File: src/common/uart_ctl_pkg.sv
package uart_ctl_pkg;

  // ---------------------------------------------------------------
  // Register map
  // ---------------------------------------------------------------
  localparam logic [11:0] DIV_LOW_OFFSET = 12'h0_000;
  localparam logic [11:0] DIV_HIGH_OFFSET = 12'h0_004;
  localparam logic [11:0] POWER_DEBUG_CONTROL_OFFSET = 12'h0_008;
  localparam logic [11:0] OVERSAMPLE_MODE_OFFSET = 12'h0_00C;
  localparam logic [11:0] RUN_STATUS_OFFSET = 12'h0_010;

  // ---------------------------------------------------------------
  // Field positions
  // ---------------------------------------------------------------
  localparam int TX_ENABLE_BIT = 14;
  localparam int RX_ENABLE_BIT = 13;
  localparam int RUN_THROUGH_BIT = 0;
  localparam int SAMPLING_RATIO_BIT = 0;
  localparam int RESV_ONES_LSB = 1;
  localparam int RESV_ONES_MSB = 12;

  // ---------------------------------------------------------------
  // Reset values and constants
  // ---------------------------------------------------------------
  localparam logic [31:0] RESV_ONES_MASK = 32'h0000_1FFE;
  localparam logic [7:0] DIV_BYTE_RESET = 8'h00;
  localparam logic [4:0] OVERSAMPLE_16 = 5'h10;
  localparam logic [4:0] OVERSAMPLE_13 = 5'h0D;
  localparam logic [1:0] DIV_WRITE_WAIT = 2'h2;

  typedef enum logic [1:0] {
    RUNNING,
    DRAINING,
    HALTED
  } halt_state_type;

endpackage

File: src/hdl/halt_sequencer.sv
`timescale 1ns/1ps
module halt_sequencer (
  input wire logic clk,
  input wire logic rstn,
  input wire logic haltRequest,
  input wire logic runThrough,
  input wire logic txWordActive,
  output logic halted,
  output logic draining
);

  uart_ctl_pkg::halt_state_type state_q;
  uart_ctl_pkg::halt_state_type state_d;

  always_comb begin
    state_d = state_q;
    unique case (state_q)
      uart_ctl_pkg::RUNNING: begin
        // Run-through ignores halt.
        if (haltRequest && !runThrough) begin
          // Idle halts at once.
          // Busy finishes word.
          state_d = txWordActive ? uart_ctl_pkg::DRAINING
                                 : uart_ctl_pkg::HALTED;
        end
      end
      uart_ctl_pkg::DRAINING: begin
        // Dropped request resumes.
        if (!haltRequest || runThrough) begin
          state_d = uart_ctl_pkg::RUNNING;
        end else if (!txWordActive) begin
          state_d = uart_ctl_pkg::HALTED;
        end
      end
      uart_ctl_pkg::HALTED: begin
        // Run-through releases halt.
        if (!haltRequest || runThrough) begin
          state_d = uart_ctl_pkg::RUNNING;
        end
      end
    endcase
  end

  always_ff @(posedge clk or negedge rstn) begin
    if (!rstn) begin
      state_q <= uart_ctl_pkg::RUNNING;
    end else begin
      state_q <= state_d;
    end
  end

  assign halted = (state_q == uart_ctl_pkg::HALTED);
  assign draining = (state_q == uart_ctl_pkg::DRAINING);

endmodule

File: src/hdl/uart_run_and_oversample_ctl.sv
`timescale 1ns/1ps
// Overview of operation
// Software always writes zero to control bit 15.
// Transmitter enable bit 14 low holds the transmitter in reset.
// Receiver enable bit 13 low holds the receiver in reset.
// Control bit 0 picks the reaction to a debug halt.
// When halted, registers still work; no transfer, interrupt or DMA.
// Run-through clear and idle transmitter: halt immediately.
// Run-through clear and word in flight: finish word, then halt.
// Run-through set: debug halts are ignored.
// Mode bit 0 selects 16x (zero) or 13x (one) oversampling.
// Divisor is sixteen bits built from high and low byte latches.
// One halt request input; run-through matters only while asserted.
module uart_run_and_oversample_ctl (
  input wire logic clk,
  input wire logic rstn,
  input wire logic psel,
  input wire logic penable,
  input wire logic pwrite,
  input wire logic [11:0] paddr,
  input wire logic [31:0] pwdata,
  output logic [31:0] prdata,
  output logic pready,
  output logic pslverr,
  input wire logic haltRequest,
  input wire logic txWordActive,
  input wire logic interruptRequest,
  input wire logic dmaRequest,
  output logic txResetN,
  output logic rxResetN,
  output logic txRun,
  output logic rxRun,
  output logic interruptOut,
  output logic dmaOut,
  output logic [4:0] oversampleRatio,
  output logic [15:0] baudDivisor,
  output logic debugHalted
);

  // ---------------------------------------------------------------
  // Reset release
  // ---------------------------------------------------------------
  logic rstSync1_q;
  logic rstSync2_q;

  always_ff @(posedge clk or negedge rstn) begin
    if (!rstn) begin
      rstSync1_q <= 1'b0;
      rstSync2_q <= 1'b0;
    end else begin
      rstSync1_q <= 1'b1;
      rstSync2_q <= rstSync1_q;
    end
  end

  logic rstLocalN;
  assign rstLocalN = rstSync2_q;

  // ---------------------------------------------------------------
  // Register state
  // ---------------------------------------------------------------
  logic txEnable_q;
  logic txEnable_d;
  logic rxEnable_q;
  logic rxEnable_d;
  logic runThrough_q;
  logic runThrough_d;
  logic ratioSelect_q;
  logic ratioSelect_d;
  logic [7:0] divLow_q;
  logic [7:0] divLow_d;
  logic [7:0] divHigh_q;
  logic [7:0] divHigh_d;
  logic [1:0] waitCount_q;
  logic [1:0] waitCount_d;
  logic [15:0] baudDivisor_q;
  logic [15:0] baudDivisor_d;
  logic [31:0] prdata_q;
  logic [31:0] prdata_d;

  logic halted;
  logic draining;

  function automatic logic isDivisor(input logic [11:0] addr);
    isDivisor = (addr == uart_ctl_pkg::DIV_LOW_OFFSET) ||
                (addr == uart_ctl_pkg::DIV_HIGH_OFFSET);
  endfunction

  function automatic logic isMapped(input logic [11:0] addr);
    isMapped = isDivisor(addr) ||
               (addr == uart_ctl_pkg::POWER_DEBUG_CONTROL_OFFSET) ||
               (addr == uart_ctl_pkg::OVERSAMPLE_MODE_OFFSET) ||
               (addr == uart_ctl_pkg::RUN_STATUS_OFFSET);
  endfunction

  logic access;
  logic divWrite;
  logic done;

  assign access = psel && penable;
  assign divWrite = access && pwrite && isDivisor(paddr);
  // Divisor writes stretch by two wait states while the generator loads.
  assign done = access &&
                (!divWrite || waitCount_q == uart_ctl_pkg::DIV_WRITE_WAIT);

  // Bus always served.
  assign pready = done;
  assign pslverr = done && !isMapped(paddr);

  always_comb begin
    txEnable_d = txEnable_q;
    rxEnable_d = rxEnable_q;
    runThrough_d = runThrough_q;
    ratioSelect_d = ratioSelect_q;
    divLow_d = divLow_q;
    divHigh_d = divHigh_q;
    prdata_d = prdata_q;
    waitCount_d = 2'h0;
    if (divWrite && !done) begin
      waitCount_d = waitCount_q + 2'h1;
    end
    // Divisor load.
    baudDivisor_d = {divHigh_q, divLow_q};
    if (done && pwrite) begin
      unique case (paddr)
        uart_ctl_pkg::DIV_LOW_OFFSET: divLow_d = pwdata[7:0];
        uart_ctl_pkg::DIV_HIGH_OFFSET: divHigh_d = pwdata[7:0];
        uart_ctl_pkg::POWER_DEBUG_CONTROL_OFFSET: begin
          // Bit 15 is not stored, so a stray one cannot stick.
          // Transmitter enable write.
          txEnable_d = pwdata[uart_ctl_pkg::TX_ENABLE_BIT];
          // Receiver enable write.
          rxEnable_d = pwdata[uart_ctl_pkg::RX_ENABLE_BIT];
          // Halt mode write.
          runThrough_d = pwdata[uart_ctl_pkg::RUN_THROUGH_BIT];
        end
        uart_ctl_pkg::OVERSAMPLE_MODE_OFFSET: begin
          ratioSelect_d = pwdata[uart_ctl_pkg::SAMPLING_RATIO_BIT];
        end
        default: begin
        end
      endcase
    end
    // Read data is captured in the setup cycle so that it already stands
    // when pready rises; status bits are therefore one cycle old.
    if (psel && !penable && !pwrite) begin
      prdata_d = 32'h0000_0000;
      unique case (paddr)
        uart_ctl_pkg::DIV_LOW_OFFSET: prdata_d[7:0] = divLow_q;
        uart_ctl_pkg::DIV_HIGH_OFFSET: prdata_d[7:0] = divHigh_q;
        uart_ctl_pkg::POWER_DEBUG_CONTROL_OFFSET: begin
          prdata_d = uart_ctl_pkg::RESV_ONES_MASK;
          prdata_d[uart_ctl_pkg::TX_ENABLE_BIT] = txEnable_q;
          prdata_d[uart_ctl_pkg::RX_ENABLE_BIT] = rxEnable_q;
          prdata_d[uart_ctl_pkg::RUN_THROUGH_BIT] = runThrough_q;
        end
        uart_ctl_pkg::OVERSAMPLE_MODE_OFFSET: begin
          prdata_d[uart_ctl_pkg::SAMPLING_RATIO_BIT] = ratioSelect_q;
        end
        uart_ctl_pkg::RUN_STATUS_OFFSET: begin
          prdata_d[0] = halted;
          prdata_d[1] = draining;
          prdata_d[2] = haltRequest;
        end
        default: begin
        end
      endcase
    end
  end

  always_ff @(posedge clk or negedge rstLocalN) begin
    if (!rstLocalN) begin
      txEnable_q <= 1'b0;
      rxEnable_q <= 1'b0;
      runThrough_q <= 1'b0;
      ratioSelect_q <= 1'b0;
      divLow_q <= uart_ctl_pkg::DIV_BYTE_RESET;
      divHigh_q <= uart_ctl_pkg::DIV_BYTE_RESET;
      waitCount_q <= 2'h0;
      baudDivisor_q <= 16'h0000;
      prdata_q <= 32'h0000_0000;
    end else begin
      txEnable_q <= txEnable_d;
      rxEnable_q <= rxEnable_d;
      runThrough_q <= runThrough_d;
      ratioSelect_q <= ratioSelect_d;
      divLow_q <= divLow_d;
      divHigh_q <= divHigh_d;
      waitCount_q <= waitCount_d;
      baudDivisor_q <= baudDivisor_d;
      prdata_q <= prdata_d;
    end
  end

  // ---------------------------------------------------------------
  // Debug halt handling
  // ---------------------------------------------------------------
  halt_sequencer haltSeq (
    .clk(clk),
    .rstn(rstLocalN),
    .haltRequest(haltRequest),
    .runThrough(runThrough_q),
    .txWordActive(txWordActive),
    .halted(halted),
    .draining(draining)
  );

  // ---------------------------------------------------------------
  // Outputs
  // ---------------------------------------------------------------
  assign prdata = prdata_q;
  assign baudDivisor = baudDivisor_q;
  assign debugHalted = halted;
  // Transmitter held reset.
  assign txResetN = txEnable_q;
  // Receiver held reset.
  assign rxResetN = rxEnable_q;
  // Halt stops traffic.
  // Draining keeps the transmitter running to finish its word, but the
  // receiver stops at once so no new word is taken in.
  assign txRun = txEnable_q && !halted;
  assign rxRun = rxEnable_q && !halted && !draining;
  // Events masked when halted.
  assign interruptOut = interruptRequest && !halted;
  assign dmaOut = dmaRequest && !halted;
  // Oversampling ratio.
  assign oversampleRatio = ratioSelect_q ? uart_ctl_pkg::OVERSAMPLE_13
                                         : uart_ctl_pkg::OVERSAMPLE_16;

endmodule
File: config.mk
export PLATFORM = sky130hd
export DESIGN_NAME = uart_run_and_oversample_ctl
export DESIGN_NICKNAME = d
export VERILOG_FILES = /design/src/common/uart_ctl_pkg.sv /design/src/hdl/halt_sequencer.sv /design/src/hdl/uart_run_and_oversample_ctl.sv
export SDC_FILE = /design/constraint.sdc
export NUM_CORES = 1
export LEC_CHECK = 0
export BUFFER_PORTS_ARGS = -buffer_cell sky130_fd_sc_hd__buf_4
export CORE_AREA = 3 3 79 81
export DETAILED_ROUTE_END_ITERATION = 10
export DIE_AREA = 0 0 82 84
export HOLD_SLACK_MARGIN = 0.1
export PLACE_DENSITY = 0.75
export SYNTH_ARGS = -nofsm -noshare
export SYNTH_HDL_FRONTEND = slang
export SYNTH_SLANG_ARGS = --single-unit
File: constraint.sdc
create_clock -name clk -period 2 [get_ports clk]
set_input_delay 0.4 -clock clk [delete_from_list [all_inputs] [get_ports clk]]
set_output_delay 0.4 -clock clk [all_outputs]
set_load 0.01 [all_outputs]
==> flow_summary.ini <==
[floorplan]
die_x_um = 82
core_area_um2 = 5540
ios = 115
rows = 27
start_util = 0.446
fp.dieH_um = 84
die-area_um2 = 6890

[clocking]
cts_tree = yes
insertion_delay_ns = 0.31
htreeDepth = 2
cts_buffer_depth = 2
clkSlewWorstSetupHoldPaths_ns = 0.10
clockRootBuffer = clkbuf_8
cts.sinks = 53
numCtsBuffers = 5

[placed_design]
pre_cts_ws_ns = -0.109
portBuffers = 74
dp_hpwl_um = 4040
gp_congestion = 0.843
dp_cells = 351

[sta]
period_share = 0.940
fin_crit_ns = 1.88
tightest_slew_ns = 0.539
clock_skew_ns = 0.0116
max_clock_freq_mhz = 532
slew-limit-headroom = 0.641
finalSetupTns_ns = 0
finalMaxSlewViolations = 0
hold_viol = 0
rsz0062_at_grt = no
setup_viol = 0
setup_slack_ns = 0.119

[worst_setup_path]
crit_family = flip-flops
slowest_delay_ns = 0.37
critPathSlowestCell = dfrtp_1
cp-startpoint = waitCount_q[0]$_DFF_PN0_
arrival_ns = 1.48
cp-endpoint = pslverr
critPathMaxFanout = 3
crit_buf_inv = 3
critPathLaunchType = flip-flop
cp_num_cells = 6
worstReg2RegEnd = divHigh_q[0]$_DFFE_PN0P_
worstPathCellList = inv_2, ha_4, nor4_4, buf_4, a211oi_1, buf_4
cp-end-kind = output pin
r2r_start = waitCount_q[0]$_DFF_PN0_
reg2reg_depth = 5
crit_type = reg -> out
cpMostUsedCell = buf_4
required_ns = 1.60
reg2reg_slack_ns = 0.30

[global_route]
grt_start_max_net_pins = 29
grt_pass1_wl_um = 8250
grt_pass1_vias = 1706
grt_overflow = 0
antenna_found_initial = 0
grt_usage = 0.159

[finish]
fillers = 480
instances_no_fill = 361
insertedDiodeCount = 0
areaGrowthSynthToFinish_pct = 30.4
drive_gt1_frac = 0.457
finalCoreUtilization = 0.582
finalNetCount = 345

[detailed_routing]
routed_via_density = 4.83
routedWlPerCell_um = 14.3
dr.pass1.iters = 4
via_count = 1743
ant_nets = 0
finalWirelength_um = 5160
drc = 0
drt_iter0_drc = 124

[yosys]
synthFlopType = dfrtp_1
syn_area_um2 = 2470
synth_warnings = 0
synth-seq-area-share = 0.537
ys_ff_latch = 53
synth_edf_count = 0
synthArstFlopShare = 1.00
syn_inst = 206
synthDistinctLibCells = 35
syn_avg_cell_area_um2 = 12.0

[pwr]
peakVddDrop_uv = 332
p_per_area_nw_per_um2 = 675
p_leak_uw = 0.00166

[outcome]
outcome = finished, final reports clean

[min_path]
hp-class = reg -> async

[job]
maxCapViolations = 0
layout make-up:
cell class / count / area [um2] / area share
Tap cell: 72 / 90.1 / 0.0280
Timing Repair Buffer: 88 / 676 / 0.210
Clock buffer: 6 / 82.6 / 0.0256
Multi-Input combinational cell: 134 / 1010 / 0.313
Sequential cell: 53 / 1330 / 0.412
Clock inverter: 2 / 16.3 / 0.00505
Inverter: 6 / 22.5 / 0.00699
repair_timing:
action	4_1_cts	5_1_grt
setup endpoints to repair	2	2
endpoints found under the hold margin	2	0
gates cloned	0	0
resized for setup	2	4
setup buffers	0	1
hold buffers	1	0
pin swaps	0	3
cells by family after synthesis:
| logic type | Yosys count | synth area share |
|---|---|---|
| AND/OR/NAND/NOR | 60 | 0.135 |
| flip-flops | 53 | 0.537 |
| buffers and inverters | 36 | 0.0962 |
| multiplexers | 31 | 0.148 |
| AO/OA/AOI/OAI | 20 | 0.0608 |
| adder cells (fa/ha/maj) | 4 | 0.0203 |
| other | 2 | 0.00304 |
through the flow:
stage / power, uW / cell area (um2) / hold slack (ns)
after floorplan: 1400 / 2530 / 0.104
after global placement: 1530 / 3070 / 0.182
after detailed placement: 1550 / 3070 / 0.183
after CTS: 2190 / 3190 / 0.274
after global routing: 2280 / 3220 / 0.316
final: 2170 / 3220 / 0.256
power by group:
group	internal (uW)	switching, uW
registers	1110	29.1
clock network	285	349
logic	192	212
total	1580	591
worst min-delay path by stage:
stage                                    endpoint  slack [ns]  cells after the start
after global placement       rstSync1_q$_DFF_PN0_        0.18                      1
after floorplan               rstLocalN$_DFF_PN0_        0.10                      0
after global routing      divLow_q[5]$_DFFE_PN0P_        0.32                      0
after CTS                 divLow_q[5]$_DFFE_PN0P_        0.27                      0
final                     divLow_q[5]$_DFFE_PN0P_        0.26                      0
after detailed placement     rstSync1_q$_DFF_PN0_        0.18                      1
flip-flops by register name, indices dropped and copies added (netlist names):
name / flops
waitCount_q: 2
runThrough_q: 1
rstSync1_q: 1
ratioSelect_q: 1
baudDivisor: 16
haltSeq.state_q: 2
rxResetN: 1
prdata: 11
divHigh_q: 8
divLow_q: 8
rstLocalN: 1
txResetN: 1
cells in the final DEF, fill, tap and decap left out, drive strengths merged, types with 5 or more instances in the layout:
master / count
buf: 87
clkbuf: 6
conb: 19
dfrtp: 53
inv: 7
mux2: 21
mux2i: 10
nand2: 19
nor2: 15
nor4: 5
o21ai: 6
o221a: 5
metal layers:
metal | part of all wire | vias up | track usage
li1 | - | 833 | -
met2 | 0.49 | 64 | 0.251
met3 | 0.072 | 5 | 0.0400
met5 | 0 | - | 0
met1 | 0.43 | 841 | 0.205
met4 | 0.013 | 0 | 0.0634
worst register-to-register path: cells and delay by family, from the launching register on:
kind | cells | cell delay (ns)
AND/OR/NAND/NOR | 2 | 0.63
adder cells (fa/ha/maj) | 1 | 0.15
flip-flops | 1 | 0.40
multiplexers | 1 | 0.34
buffers and inverters | 1 | 0.07
synthesized netlist by cell type (2+ instances only):
cell type | instances | share of area
a21oi_1 | 2 | 0.0041
ha_1 | 4 | 0.020
dfrtp_1 | 53 | 0.54
mux2i_1 | 10 | 0.041
inv_1 | 6 | 0.0091
nand2b_1 | 2 | 0.0051
o221a_2 | 5 | 0.023
nand3_1 | 4 | 0.0081
nor2b_1 | 3 | 0.0076
conb_1 | 2 | 0.0030
a311oi_1 | 2 | 0.0071
nor4_4 | 2 | 0.017
nor2_1 | 15 | 0.023
nor4_1 | 2 | 0.0051
mux2_4 | 8 | 0.049
o31ai_1 | 3 | 0.0091
nand2_1 | 18 | 0.027
nor3_1 | 4 | 0.0081
buf_4 | 25 | 0.076
mux2_2 | 13 | 0.059
o21ai_0 | 6 | 0.012
clkbuf_1 | 3 | 0.0046
nor3b_1 | 2 | 0.0061
No activity file was read; power rests on OpenSTA's default activity.
